==> src/mtc_defines.svh <==
// Purpose: Constants of the transmitter configuration word and its datapath
// Assumes: Byte-wide transmit path, one byte per clock
// Notes: Definitions only
`ifndef MTC_DEFINES_SVH
`define MTC_DEFINES_SVH

// Bit positions of the configuration word
`define MTC_B_RST 31
`define MTC_B_JUMBO 30
`define MTC_B_FCS_IN 29
`define MTC_B_TX_EN 28
`define MTC_B_VLAN 27
`define MTC_B_WAN 26
`define MTC_B_ADJ 25
`define MTC_B_DIC 24
`define MTC_B_KEEP_PRE 23
`define MTC_B_CMD_INL 22

// Reset value, only bit 28 set
`define MTC_CFG_DEF 32'h1000_0000

// Frame sizes in bytes, FCS included except in the minimum data length
`define MTC_MAX_STD 16'h05EE
`define MTC_MAX_VLAN 16'h05F2
`define MTC_MIN_DATA 16'h003C
`define MTC_FCS_LEN 16'h0004

// Gap and WAN stretch
`define MTC_MIN_IFG 8'h0C
`define MTC_WAN_DIV 4'hC

// Line symbols
`define MTC_PRE 8'h55
`define MTC_SFD 8'hD5
`define MTC_TPID_HI 8'h81
`define MTC_TPID_LO 8'h00
`define MTC_CRC_POLY 32'hEDB8_8320
`define MTC_CRC_INIT 32'hFFFF_FFFF
`define MTC_PRE_LAST 3'h7

// Client FIFO
`define MTC_FIFO_DEPTH 8

`endif

==> src/mtc_pkg.sv <==
// Purpose: Types shared by the transmitter configuration block
// Assumes: Constants live in mtc_defines.svh
// Notes: No imports are used anywhere
package mtc_pkg;

  typedef struct packed {
    logic last;
    logic [7:0] data;
  } mtc_beat_t;

  typedef struct packed {
    logic jumbo;
    logic fcs_in;
    logic tx_en;
    logic vlan;
    logic wan;
    logic adj;
    logic dic;
    logic keep_pre;
    logic cmd_inl;
  } mtc_cfg_t;

  typedef enum logic [3:0] {
    ST_IDLE, ST_CMD, ST_CPRE, ST_PRE, ST_DATA, ST_DROP, ST_PAD, ST_FCS, ST_IFG
  } mtc_state_t;

endpackage : mtc_pkg

==> src/mtc_tx_config.sv <==
// Purpose: Transmitter configuration word and the byte transmitter it steers
// Assumes: Client bytes and config writes synchronous to CLOCK
// Notes: One byte per clock on the line side
// How it works
// - Writing bit 31 resets transmitter and config; bit self-clears.
// - Bit 30 allows frames above legal maximum; otherwise longer frames cut at the limit with error, rest dropped.
// - Bit 29 set: client supplies FCS, transmitter forwards it.
// - Bit 29 clear: pad short frames, compute and append FCS.
// - Bit 28, default one, enables the transmitter.
// - Bit 27 set: VLAN frames allowed, limit 1522 bytes.
// - Bit 27 clear: VLAN frames not counted, limit 1518 bytes.
// - Bit 26 set: extra idles stretch gaps to WAN rate.
// - Bit 25 set: gap delay input sampled at frame start lengthens gap.
// - Bit 25 clear: delay input ignored; lane-aligned minimum gap emitted.
// - Gap adjust ignored while WAN mode selected.
// - Bit 24 set: deficit idle count shortens gaps.
// - Bit 24 clear: gap stretched to keep starts lane aligned.
// - Gap adjust enabled forces deficit idle bit clear.
// - Bit 23 set: client preamble sent; clear: standard preamble.
// - Bit 22 selects in-line or out-of-band command field.
// - Bit 23 overrides bit 22.
`timescale 1ns/1ps
`include "mtc_defines.svh"

module mtc_fifo #(
  parameter int WIDTH = 9,
  parameter int DEPTH = 8
) (
  input wire logic clk,
  input wire logic clr,
  input wire logic [WIDTH-1:0] in_data,
  input wire logic in_valid,
  output logic in_ready,
  output logic [WIDTH-1:0] out_data,
  output logic out_valid,
  input wire logic out_ready
);
  localparam int AW = $clog2(DEPTH);
  logic [WIDTH-1:0] mem [DEPTH];
  logic [AW-1:0] wp_r;
  logic [AW-1:0] rp_r;
  logic [AW:0] cnt_r;
  logic rdy_r;
  wire push = in_valid & rdy_r;
  wire pop = out_ready & out_valid;
  wire [AW:0] cnt_nxt = cnt_r + (AW+1)'(push) - (AW+1)'(pop);

  assign in_ready = rdy_r;
  assign out_valid = cnt_r != '0;
  assign out_data = mem[rp_r];

  always_ff @(posedge clk)
  begin
    if (push)
      mem[wp_r] <= in_data;
  end

  always_ff @(posedge clk)
  begin
    if (clr)
    begin
      wp_r <= '0;
      rp_r <= '0;
      cnt_r <= '0;
      rdy_r <= 1'b1;
    end
    else
    begin
      wp_r <= wp_r + AW'(push);
      rp_r <= rp_r + AW'(pop);
      cnt_r <= cnt_nxt;
      rdy_r <= cnt_nxt != (AW+1)'(DEPTH);
    end
  end
endmodule : mtc_fifo

module mtc_tx_config (
  input wire logic CLOCK,
  input wire logic RST_N,
  input wire logic CFG_WE,
  input wire logic [31:0] CFG_WDATA,
  output logic [31:0] CFG_RDATA,
  input wire logic [7:0] S_TDATA,
  input wire logic S_TLAST,
  input wire logic S_TVALID,
  output logic S_TREADY,
  input wire logic [7:0] IFG_DELAY,
  input wire logic [7:0] TS_CMD_OOB,
  output logic [7:0] TS_CMD,
  output logic TS_CMD_VALID,
  output logic [7:0] M_TXD,
  output logic M_TXEN,
  output logic M_TXERR,
  output logic [15:0] FRAME_COUNT
);
  function automatic logic [31:0] crc_byte(input logic [31:0] c, input logic [7:0] d);
    logic [31:0] r;
    r = c ^ {24'h00_0000, d};
    for (int i = 0; i < 8; i++)
    begin
      r = r[0] ? ((r >> 1) ^ `MTC_CRC_POLY) : (r >> 1);
    end
    return r;
  endfunction : crc_byte

  mtc_pkg::mtc_cfg_t cfg_r;
  mtc_pkg::mtc_cfg_t cfg_wr;
  mtc_pkg::mtc_cfg_t cfg_def;
  mtc_pkg::mtc_state_t st_r;
  mtc_pkg::mtc_state_t st_nxt;
  mtc_pkg::mtc_beat_t f_beat;
  logic soft_r;
  logic f_valid;
  logic [2:0] idx_r;
  logic [2:0] idx_nxt;
  logic [15:0] cnt_r;
  logic [15:0] cnt_nxt;
  logic [31:0] crc_r;
  logic [31:0] crc_nxt;
  logic tag_r;
  logic tag_nxt;
  logic [7:0] txd_nxt;
  logic txen_nxt;
  logic err_nxt;
  logic ifg_load;
  logic [1:0] tot_r;
  logic [1:0] dic_r;
  logic [3:0] wdiv_r;
  logic [7:0] wext_r;
  logic [7:0] dly_r;
  logic [7:0] ifg_r;

  wire clr = ~RST_N | soft_r;
  wire rst_wr = CFG_WE & CFG_WDATA[`MTC_B_RST];
  wire [31:0] def_w = `MTC_CFG_DEF;
  assign cfg_def = def_w[`MTC_B_JUMBO:`MTC_B_CMD_INL];
  assign cfg_wr.jumbo = CFG_WDATA[`MTC_B_JUMBO];
  assign cfg_wr.fcs_in = CFG_WDATA[`MTC_B_FCS_IN];
  assign cfg_wr.tx_en = CFG_WDATA[`MTC_B_TX_EN];
  assign cfg_wr.vlan = CFG_WDATA[`MTC_B_VLAN];
  assign cfg_wr.wan = CFG_WDATA[`MTC_B_WAN];
  assign cfg_wr.adj = CFG_WDATA[`MTC_B_ADJ];
  assign cfg_wr.dic = CFG_WDATA[`MTC_B_DIC] & ~CFG_WDATA[`MTC_B_ADJ];
  assign cfg_wr.keep_pre = CFG_WDATA[`MTC_B_KEEP_PRE];
  assign cfg_wr.cmd_inl = CFG_WDATA[`MTC_B_CMD_INL];

  // Decode of the datapath
  wire start = (st_r == mtc_pkg::ST_IDLE) & cfg_r.tx_en & f_valid;
  wire pop = f_valid & ((st_r == mtc_pkg::ST_CMD) | (st_r == mtc_pkg::ST_CPRE)
    | (st_r == mtc_pkg::ST_DATA) | (st_r == mtc_pkg::ST_DROP));
  wire [15:0] cnt_inc = cnt_r + 16'h0001;
  wire [15:0] len_now = cnt_inc + (cfg_r.fcs_in ? 16'h0000 : `MTC_FCS_LEN);
  wire [15:0] limit = (cfg_r.vlan & tag_r) ? `MTC_MAX_VLAN : `MTC_MAX_STD;
  wire too_long = ~cfg_r.jumbo & (len_now > limit);
  wire [31:0] fcs_sh = ~crc_r >> {idx_r[1:0], 3'b000};
  wire [7:0] pre_byte = (idx_r == `MTC_PRE_LAST) ? `MTC_SFD : `MTC_PRE;

  // Gap length from lane phase, deficit, adjust and WAN stretch
  wire adj_eff = cfg_r.adj & ~cfg_r.wan;
  wire [1:0] ph = tot_r + 2'(txen_nxt);
  wire [1:0] ext = 2'(2'h0 - ph);
  wire [2:0] dic_sum = {1'b0, dic_r} + {1'b0, ph};
  wire shrink = cfg_r.dic & (ph != 2'h0) & (dic_sum <= 3'h3);
  wire [7:0] ifg_align = shrink ? `MTC_MIN_IFG - {6'h00, ph} : `MTC_MIN_IFG + {6'h00, ext};
  wire [7:0] ifg_adj = (dly_r > `MTC_MIN_IFG) ? dly_r : `MTC_MIN_IFG;
  wire [7:0] ifg_gap = adj_eff ? ifg_adj : ifg_align;
  wire [7:0] ifg_len = cfg_r.wan ? 8'(ifg_gap + wext_r) : ifg_gap;
  wire [1:0] dic_nxt = shrink ? dic_sum[1:0] : ((dic_r > ext) ? 2'(dic_r - ext) : 2'h0);
  wire count_ok = ifg_load & (st_r != mtc_pkg::ST_DROP) & ~err_nxt
    & ~(tag_r & ~cfg_r.vlan);

  mtc_fifo #(
    .WIDTH($bits(mtc_pkg::mtc_beat_t)),
    .DEPTH(`MTC_FIFO_DEPTH)
  ) u_fifo (
    .clk(CLOCK),
    .clr(clr),
    .in_data({S_TLAST, S_TDATA}),
    .in_valid(S_TVALID),
    .in_ready(S_TREADY),
    .out_data(f_beat),
    .out_valid(f_valid),
    .out_ready(pop)
  );

  always_comb
  begin
    st_nxt = st_r;
    idx_nxt = idx_r;
    cnt_nxt = cnt_r;
    crc_nxt = crc_r;
    tag_nxt = tag_r;
    txd_nxt = 8'h00;
    txen_nxt = 1'b0;
    err_nxt = 1'b0;
    ifg_load = 1'b0;
    case (st_r)
      mtc_pkg::ST_IDLE:
        if (start)
        begin
          cnt_nxt = 16'h0000;
          crc_nxt = `MTC_CRC_INIT;
          tag_nxt = 1'b0;
          idx_nxt = 3'h0;
          if (cfg_r.keep_pre)
            st_nxt = mtc_pkg::ST_CPRE;
          else if (cfg_r.cmd_inl)
            st_nxt = mtc_pkg::ST_CMD;
          else
            st_nxt = mtc_pkg::ST_PRE;
        end
      mtc_pkg::ST_CMD:
        if (f_valid)
          st_nxt = mtc_pkg::ST_PRE;
      mtc_pkg::ST_CPRE:
        if (f_valid)
        begin
          txd_nxt = f_beat.data;
          txen_nxt = 1'b1;
          idx_nxt = idx_r + 3'h1;
          if (idx_r == `MTC_PRE_LAST)
            st_nxt = mtc_pkg::ST_DATA;
        end
      mtc_pkg::ST_PRE:
      begin
        txd_nxt = pre_byte;
        txen_nxt = 1'b1;
        idx_nxt = idx_r + 3'h1;
        if (idx_r == `MTC_PRE_LAST)
          st_nxt = mtc_pkg::ST_DATA;
      end
      mtc_pkg::ST_DATA:
        if (f_valid)
        begin
          cnt_nxt = cnt_inc;
          if (cnt_r == 16'h000C)
            tag_nxt = f_beat.data == `MTC_TPID_HI;
          if (cnt_r == 16'h000D)
            tag_nxt = tag_r & (f_beat.data == `MTC_TPID_LO);
          if (too_long)
          begin
            err_nxt = 1'b1;
            if (f_beat.last)
            begin
              ifg_load = 1'b1;
              st_nxt = mtc_pkg::ST_IFG;
            end
            else
              st_nxt = mtc_pkg::ST_DROP;
          end
          else
          begin
            txd_nxt = f_beat.data;
            txen_nxt = 1'b1;
            crc_nxt = crc_byte(crc_r, f_beat.data);
            idx_nxt = 3'h0;
            if (f_beat.last & cfg_r.fcs_in)
            begin
              ifg_load = 1'b1;
              st_nxt = mtc_pkg::ST_IFG;
            end
            else if (f_beat.last)
              st_nxt = (cnt_inc < `MTC_MIN_DATA) ? mtc_pkg::ST_PAD : mtc_pkg::ST_FCS;
          end
        end
      mtc_pkg::ST_DROP:
        if (f_valid & f_beat.last)
        begin
          ifg_load = 1'b1;
          st_nxt = mtc_pkg::ST_IFG;
        end
      mtc_pkg::ST_PAD:
      begin
        txen_nxt = 1'b1;
        cnt_nxt = cnt_inc;
        crc_nxt = crc_byte(crc_r, 8'h00);
        if (cnt_inc == `MTC_MIN_DATA)
          st_nxt = mtc_pkg::ST_FCS;
      end
      mtc_pkg::ST_FCS:
      begin
        txd_nxt = fcs_sh[7:0];
        txen_nxt = 1'b1;
        idx_nxt = idx_r + 3'h1;
        if (idx_r == 3'h3)
        begin
          ifg_load = 1'b1;
          st_nxt = mtc_pkg::ST_IFG;
        end
      end
      mtc_pkg::ST_IFG:
        if (ifg_r == 8'h00)
          st_nxt = mtc_pkg::ST_IDLE;
      default:
        st_nxt = mtc_pkg::ST_IDLE;
    endcase
  end

  // Configuration word and self-clearing reset
  always_ff @(posedge CLOCK)
  begin
    if (!RST_N | rst_wr)
      cfg_r <= cfg_def;
    else if (CFG_WE)
      cfg_r <= cfg_wr;
    soft_r <= RST_N & rst_wr;
    CFG_RDATA <= !RST_N ? 32'h0000_0000 : {soft_r, cfg_r, 22'h00_0000};
  end

  always_ff @(posedge CLOCK)
  begin
    if (clr)
    begin
      st_r <= mtc_pkg::ST_IDLE;
      idx_r <= 3'h0;
      cnt_r <= 16'h0000;
      crc_r <= `MTC_CRC_INIT;
      tag_r <= 1'b0;
      M_TXD <= 8'h00;
      M_TXEN <= 1'b0;
      M_TXERR <= 1'b0;
    end
    else
    begin
      st_r <= st_nxt;
      idx_r <= idx_nxt;
      cnt_r <= cnt_nxt;
      crc_r <= crc_nxt;
      tag_r <= tag_nxt;
      M_TXD <= txd_nxt;
      M_TXEN <= txen_nxt;
      M_TXERR <= err_nxt;
    end
  end

  // Gap, deficit and WAN stretch state
  always_ff @(posedge CLOCK)
  begin
    if (clr | start)
      tot_r <= 2'h0;
    else
      tot_r <= tot_r + 2'(txen_nxt);
    if (clr)
      dic_r <= 2'h0;
    else if (ifg_load)
      dic_r <= cfg_r.dic ? dic_nxt : 2'h0;
    if (clr | ifg_load)
    begin
      wdiv_r <= 4'h0;
      wext_r <= 8'h00;
    end
    else if (txen_nxt)
    begin
      wdiv_r <= (wdiv_r == `MTC_WAN_DIV) ? 4'h0 : wdiv_r + 4'h1;
      if (wdiv_r == `MTC_WAN_DIV)
        wext_r <= wext_r + 8'h01;
    end
    if (clr)
      ifg_r <= 8'h00;
    else if (ifg_load)
      ifg_r <= ifg_len - 8'h01;
    else if ((st_r == mtc_pkg::ST_IFG) & (ifg_r != 8'h00))
      ifg_r <= ifg_r - 8'h01;
  end

  // Command field, gap delay sample, statistics
  always_ff @(posedge CLOCK)
  begin
    if (clr)
    begin
      TS_CMD <= 8'h00;
      TS_CMD_VALID <= 1'b0;
      dly_r <= 8'h00;
      FRAME_COUNT <= 16'h0000;
    end
    else
    begin
      if (start)
        dly_r <= IFG_DELAY;
      if (start & (cfg_r.keep_pre | ~cfg_r.cmd_inl))
        TS_CMD <= TS_CMD_OOB;
      else if ((st_r == mtc_pkg::ST_CMD) & f_valid)
        TS_CMD <= f_beat.data;
      TS_CMD_VALID <= (start & (cfg_r.keep_pre | ~cfg_r.cmd_inl))
        | ((st_r == mtc_pkg::ST_CMD) & f_valid);
      if (count_ok)
        FRAME_COUNT <= FRAME_COUNT + 16'h0001;
    end
  end
endmodule : mtc_tx_config

==> config.mk <==
export PLATFORM = sky130hd
export DESIGN_NAME = mtc_tx_config
export DESIGN_NICKNAME = d
export VERILOG_FILES = /design/src/mtc_pkg.sv /design/src/mtc_tx_config.sv
export VERILOG_INCLUDE_DIRS = /design/src
export SDC_FILE = /design/constraint.sdc
export NUM_CORES = 1
export LEC_CHECK = 0
export ABC_CLOCK_PERIOD_IN_PS = 8800
export BUFFER_PORTS_ARGS = -buffer_cell sky130_fd_sc_hd__buf_2
export CAP_MARGIN = 20
export CORE_MARGIN = 2
export CORE_UTILIZATION = 45
export CTS_BUF_LIST = sky130_fd_sc_hd__clkbuf_16
export DETAILED_ROUTE_END_ITERATION = 10
export PLACE_DENSITY = 0.67
export SYNTH_ARGS = -nofsm -noshare
export SYNTH_HDL_FRONTEND = slang
export SYNTH_SLANG_ARGS = --single-unit
export TNS_END_PERCENT = 10
==> constraint.sdc <==
create_clock -name CLOCK -period 8.8 [get_ports CLOCK]
set_clock_uncertainty 0.15 [all_clocks]
set_input_delay 0.44 -clock CLOCK [delete_from_list [all_inputs] [get_ports CLOCK]]
set_output_delay 0.44 -clock CLOCK [all_outputs]
set_load 0.01 [all_outputs]
==> run_results.csv, run 1 <==
group,metric,value,unit
sta,finalSetupViolCount,0,
yosys,yosysTopAreaCellShare,0.241,
grt,antenna_found_initial,0,
flow_run,max-cap-violations,0,
yosys,ys_ff_latch,226,
sta,drv_slew,0,
placement,place_ws,1.40,ns
sta,finalHoldViolCount,0,
hold_path,holdPathStages,3,
status,status,"finished, final reports clean",
die,die_y,173,um
drt,final_antenna_net_count,0,
die,die_x,173,um
sta,period_needed,7.51,ns
yosys,synth_seq_area_share,0.410,
grt,grt_pass1_wl,49.7,mm
placement,dp.cells,1721,
drt,drt_first_pass_iters,5,
yosys,yosys_warnings,0,
worst_setup_path,cpPeakStageDelay,0.61,ns
worst_setup_path,cp_max_fo,19,
sta,post-route-period-util,0.853,
clock_network,cts_resized,0,
sta,max-slew-margin-rel,0.307,
power,power_leakage,0.00523,uW
placement,dp_hpwl,20.5,mm
drt,num_vias,9880,
die,std_cell_rows,61,
yosys,syn-instance-count,1329,
placement,port_buffers,84,
layout,syn2layout_area_growth,11.3,%
power,cellPowerDensity,328,nW/um^2
worst_setup_path,required,9.12,ns
die,initial_core_util,0.459,
layout,nets,1481,
layout,design_area,14200,sq um
placement,gp_routability_congestion,0.912,
hold_path,hp-start,"CFG_WDATA[27]",
layout,diodes,0,
yosys,synthTopCellsByCount,"dfxtp_1, nor2_1, xnor2_1",
sta,setup-tns-final,0,ns
die,ios,129,
clock_network,h-tree-depth,1,
clock_network,clk_path_buf_depth,3,
worst_setup_path,arrival,7.83,ns
yosys,synth.most_common_cell,"dfxtp_1",
worst_setup_path,rr_endpoint,"ifg_r[7]",
layout,seqCellArea,5250,sq um
grt,grt_pass1_vias,9615,
power,ir_worst_vdd,0.000216,V
drt,vias_per_cell,5.57,
yosys,synth_cell_types,82,
clock_network,clk_pin_slew_worst_paths,0.06,ns
yosys,synth_edf_count,72,
clock_network,clock-sinks,226,
grt,grt.total_usage,0.200,
worst_setup_path,critPathSlowestCell,"dfxtp_1",
hold_path,min_path_type,"in2reg",
sta,fin_ws,1.29,ns
hold_path,holdPathEnd,"cfg_r[5]",
yosys,syn_area,12800,sq um
layout,fillers,2520,
drt,wirelength,30.3,mm
yosys,synthArstFlopShare,0,
worst_setup_path,startpoint_type,"flop",
worst_setup_path,r2r_start,"cnt_r[0]",
power,finalPower,4680,uW
drt,drtIter0Drc,529,
layout,multi_input_area,6960,sq um
clock_network,clk_latency,0.54,ns
yosys,synthFlopType,"dfxtp_1",
yosys,yosys-top-cells-area,"dfxtp_1, edfxtp_1, xnor2_1",
sta,rsz0062_at_grt,"no",
worst_setup_path,reg2reg_depth,31,
grt,grt_max_degree,72,
layout,final_cell_count_no_fill,1774,
drt,drc_errors,0,
drt,wl_per_cell,17.1,um
yosys,yosysTopAreaCell,"dfxtp_1",
die,die-area,29800,sq um
worst_setup_path,worstSetupPathType,"reg2reg",
clock_network,cts_tree,"done",
clock_network,cts_made_buffers,26,
grt,grt_overflow,0,
layout,drive_above_1_share,0.138,
worst_setup_path,r2r_slack,1.29,ns
clock_network,root_buffer,"clkbuf_16",
die,coreArea,27900,sq um
yosys,synth.avg_cell_area,9.62,sq um
worst_setup_path,worstSetupEndpointType,"flop",
sta,worstMarginPinSlew,1.03,ns
placement,postPlaceCellArea,13400,sq um
sta,fmax,0.133,GHz
metrics by stage:
step	hold slack, ns	utilization
5_1_grt	0.0197	0.511
3_3_place_gp	0.329	0.480
6_report	0.0114	0.511
4_1_cts	0.000927	0.511
3_5_place_dp	0.336	0.480
2_1_floorplan	0.294	-
state kept, by name (all words and copies together), names as in the netlist, 2 cells and up:
| name | flops |
|---|---|
| idx_r | 3 |
| st_r | 4 |
| cfg_r | 9 |
| dly_r | 8 |
| M_TXD | 8 |
| u_fifo.rp_r | 3 |
| tot_r | 2 |
| TS_CMD | 8 |
| wdiv_r | 4 |
| u_fifo.cnt_r | 4 |
| FRAME_COUNT | 16 |
| u_fifo.wp_r | 3 |
| crc_r | 32 |
| ifg_r | 8 |
| CFG_RDATA | 10 |
| wext_r | 8 |
| dic_r | 2 |
| cnt_r | 16 |
| u_fifo.mem | 72 |
metal layers:
metal  part of all wire  vias up  GRT usage
li1                   -     4787          -
met1               0.44     4766      0.260
met2               0.49      265      0.349
met3              0.051       62     0.0270
met4              0.024        0     0.0584
met5                  0        -          0
cells in the final DEF, fill, tap and decap left out, types with 6 or more instances in the layout:
cell and n:
o22a_1 17, nor3b_1 6, and3_1 12, o21ai_0 74, nor3_1 36, nor4_1 15, nand2_1 83, dfxtp_1 153
nand2b_1 14, nand3_1 34, buf_2 84, and2_1 22, xnor2_1 108, buf_4 14, edfxtp_1 72, nor2b_1 9
dlygate4sd3_1 6, or4_1 6, o31ai_1 8, nor2_1 132, o22ai_1 7, a21o_1 7, clkbuf_16 26, mux2i_1 29
a211oi_1 10, nand4_1 15, xor2_1 57, conb_1 22, a21oi_1 58, mux4_2 26, a31oi_1 7, a221oi_1 9
or3_1 12, ha_1 38, inv_1 55
area by class of cell:
class | count | area share
Clock buffer | 26 | 0.0457
Multi-Input combinational cell | 974 | 0.489
Tap cell | 378 | 0.0332
Timing Repair Buffer | 104 | 0.0411
Inverter | 46 | 0.0121
Clock inverter | 20 | 0.0108
Sequential cell | 226 | 0.368
worst max-delay path by stage:
stage,start,to,slack [ns],cells past startpoint
final,cnt_r[0],ifg_r[7],1.29,31
after global routing,cnt_r[0],ifg_r[7],0.56,31
after CTS,cnt_r[0],ifg_r[7],1.35,31
after detailed placement,cnt_r[0],ifg_r[7],1.40,31
after global placement,cnt_r[0],ifg_r[7],1.56,31
after floorplan,cnt_r[0],ifg_r[7],1.97,32
report_power, final:
group / switching, uW / total, uW / internal, uW
registers: 122 / 1310 / 1190
logic: 1340 / 2350 / 1010
clock network: 423 / 1020 / 592
total: 1880 / 4680 / 2790
what timing repair did:
item	4_1_cts	5_1_grt
hold buffers	6	0
setup buffers	0	0
endpoints found under the hold margin	6	0
endpoints found under the setup margin	0	0
logic make-up after synthesis:
group / count (synthesis) / synth area share
compound gates: 252 / 0.127
other cells: 1 / 0.000293
mux: 62 / 0.0770
flops: 226 / 0.410
simple gates: 426 / 0.168
xor+xnor: 170 / 0.120
buf+inv: 150 / 0.0535
fa+ha+maj: 42 / 0.0434
worst max-delay path: cells and delay by family (launching register included):
family / cells / cell delay, ns
simple gates: 9 / 1.91
buf+inv: 3 / 0.54
flops: 1 / 0.61
compound gates: 9 / 1.75
fa+ha+maj: 5 / 1.52
xor+xnor: 4 / 0.68
mux: 1 / 0.27
Power figures use the tool's default switching activity.
==> run 2: changes to the inputs <==
CORE_ASPECT_RATIO = 0.7   (was default)
==> run 2 against run 1 <==
Maximum frequency is essentially flat; critical path type unchanged; cell area decreased by 0.62%; die area is essentially flat; non-clock buffer count stayed put; sequential power barely moved.
==> run_results.csv, run 2 (synthesized netlist as in run 1, its figures left out) <==
group,metric,value,unit
status,status,"finished, final reports clean",
worst_setup_path,critPathSlowestCell,"dfxtp_1",
clock_network,clock-sinks,226,
power,switching_share,0.413,
worst_setup_path,worstSetupEndpointType,"flop",
layout,fillers,2554,
clock_network,root_buffer,"clkbuf_16",
power,power_leakage,0.00517,uW
hold_path,hp-start,"IFG_DELAY[0]",
die,ios,129,
die,initial_core_util,0.459,
sta,finalHoldViolCount,0,
layout,drive_above_1_share,0.135,
die,die-area,29800,sq um
drt,drtIter0Drc,916,
die,std_cell_rows,51,
clock_network,cts_made_buffers,22,
power,clkPwrFrac,0.203,
worst_setup_path,required,9.11,ns
hold_path,holdPathEnd,"dly_r[0]",
drt,maxUsedRoutingLayer,"met5",
sta,setup-tns-final,0,ns
grt,grt.total_usage,0.207,
layout,top_regs,"u_fifo.mem: 72 flops, crc_r: 32 flops",
drt,met3WireLength,2.41,mm
worst_setup_path,r2r_start,"cnt_r[0]",
clock_network,clk_path_buf_depth,3,
sta,fmax,0.133,GHz
drt,final_antenna_net_count,0,
power,ir_worst_vdd,0.000243,V
drt,wl_met2,12.5,mm
worst_setup_path,r2r_slack,1.30,ns
sta,drv_slew,0,
clock_network,post-cts-setup-buffer-count,0,
sta,post-route-period-util,0.852,
sta,finalSetupViolCount,0,
drt,met1_length,15.7,mm
worst_setup_path,startpoint_type,"flop",
drt,wl_per_cell,17.7,um
layout,nets,1477,
worst_setup_path,cp_max_fo,20,
sta,fin_ws,1.30,ns
grt,grt_pass1_vias,8986,
flow_run,max-cap-violations,0,
sta,period_needed,7.50,ns
sta,worstMarginPinSlew,1.16,ns
placement,dp_hpwl,21.6,mm
clock_network,clk_pin_slew_worst_paths,0.07,ns
drt,num_vias,9841,
placement,place_ws,1.40,ns
worst_setup_path,crit_top_cell,"ha_1",
clock_network,cts_resized,0,
clock_network,clk_latency,0.53,ns
grt,grt_max_degree,65,
power,p_seq_frac,0.280,
worst_setup_path,reg2reg_depth,32,
drt,vias_per_cell,5.59,
power,share_comb_of_total_power,0.518,
layout,largest_register_ffs,72,
worst_setup_path,arrival,7.81,ns
layout,syn2layout_area_growth,10.7,%
die,die_y,145,um
layout,top_register,"u_fifo.mem",
clock_network,cts_tree,"done",
power,cellPowerDensity,328,nW/um^2
clock_network,ctsHoldBuffers,10,
worst_setup_path,worstSetupPathType,"reg2reg",
die,coreArea,27900,sq um
layout,final_core_utilization,0.507,
power,netSwitchingPower,1920,uW
layout,final_common_cell,"dfxtp_1",
drt,wirelength,31.1,mm
placement,port_buffers,84,
placement,gp_routability_congestion,0.903,
die,die_x,205,um
drt,drc_errors,0,
worst_setup_path,rr_endpoint,"ifg_r[7]",
worst_setup_path,cpPeakStageDelay,0.62,ns
hold_path,min_path_type,"in2reg",
layout,final_cell_mix,"dfxtp_1, nor2_1, xnor2_1",
clock_network,h-tree-depth,1,
power,intPower,2730,uW
sta,max-slew-margin-rel,0.221,
grt,grt_pass1_wl,49.4,mm
grt,grt_overflow,0,
drt,drt_first_pass_iters,6,
hold_path,holdPathStages,3,
sta,rsz0062_at_grt,"no",
grt,antenna_found_initial,2,
==> run 2: cell count changes in the layout (fill, tap and decap cells not counted) <==
cell,before,now
inv_1,55,50
buf_4,14,10
dlygate4sd3_1,6,10
clkbuf_16,26,23
clkinv_2,1,3
clkinv_8,1,0
clkinvlp_4,2,3
diode_2,0,1
==> run 2: worst max-delay path by stage <==
stage | from | to
floorplan | cnt_r[0] | ifg_r[7]
global placement | cnt_r[0] | ifg_r[7]
detailed placement | cnt_r[0] | ifg_r[7]
CTS | cnt_r[0] | ifg_r[7]
global route | cnt_r[0] | ifg_r[7]
finish | cnt_r[0] | ifg_r[7]
==> run 2: per-stage QoR <==
stage / hold slack [ns] / cells / instance area [sq um] / total power [uW]
after floorplan: 0.294 / 1350 / 12900 / 3170
after CTS: 0.00490 / 1761 / 14100 / 4650
after detailed placement: 0.338 / 1711 / 13300 / 3680
after global placement: 0.318 / 1711 / 13300 / 3650
after global routing: 0.0147 / 1761 / 14100 / 4950
final: 0.0198 / 1762 / 14200 / 4650
==> run 2: metal layers <==
metal | vias up | GRT usage
li1 | 4779 | -
met1 | 4683 | 0.332
met2 | 337 | 0.287
met3 | 40 | 0.0386
met4 | 2 | 0.0363
met5 | - | 0
==> run 2: layout make-up <==
cell class	instances	area, sq um	share of cell area
multi-input combinational	974	6960	0.492
sequential	226	5250	0.371
timing repair buffer	104	596	0.0421
clock buffer	23	576	0.0407
tap	371	464	0.0328
inverter	46	173	0.0122
clock inverter	17	136	0.00964
antenna	1	2.50	0.000177
==> run 2: power groups by stage <==
stage / clock [uW] / combinational [uW] / sequential [uW]
floorplan: 0 / 1900 / 1270
global placement: 0 / 2340 / 1310
detailed placement: 0 / 2370 / 1320
CTS: 963 / 2390 / 1300
global route: 1010 / 2630 / 1310
finish: 942 / 2400 / 1300
==> run 2: worst max-delay path, delay by kind of cell (launching register included) <==
family / cells / cell delay (ns)
adder cells (fa/ha/maj): 7 / 1.99
AO/OA/AOI/OAI: 9 / 1.58
AND/OR/NAND/NOR: 8 / 1.55
XOR/XNOR: 4 / 0.71
flip-flops: 1 / 0.62
buffers and inverters: 3 / 0.55
multiplexers: 1 / 0.27
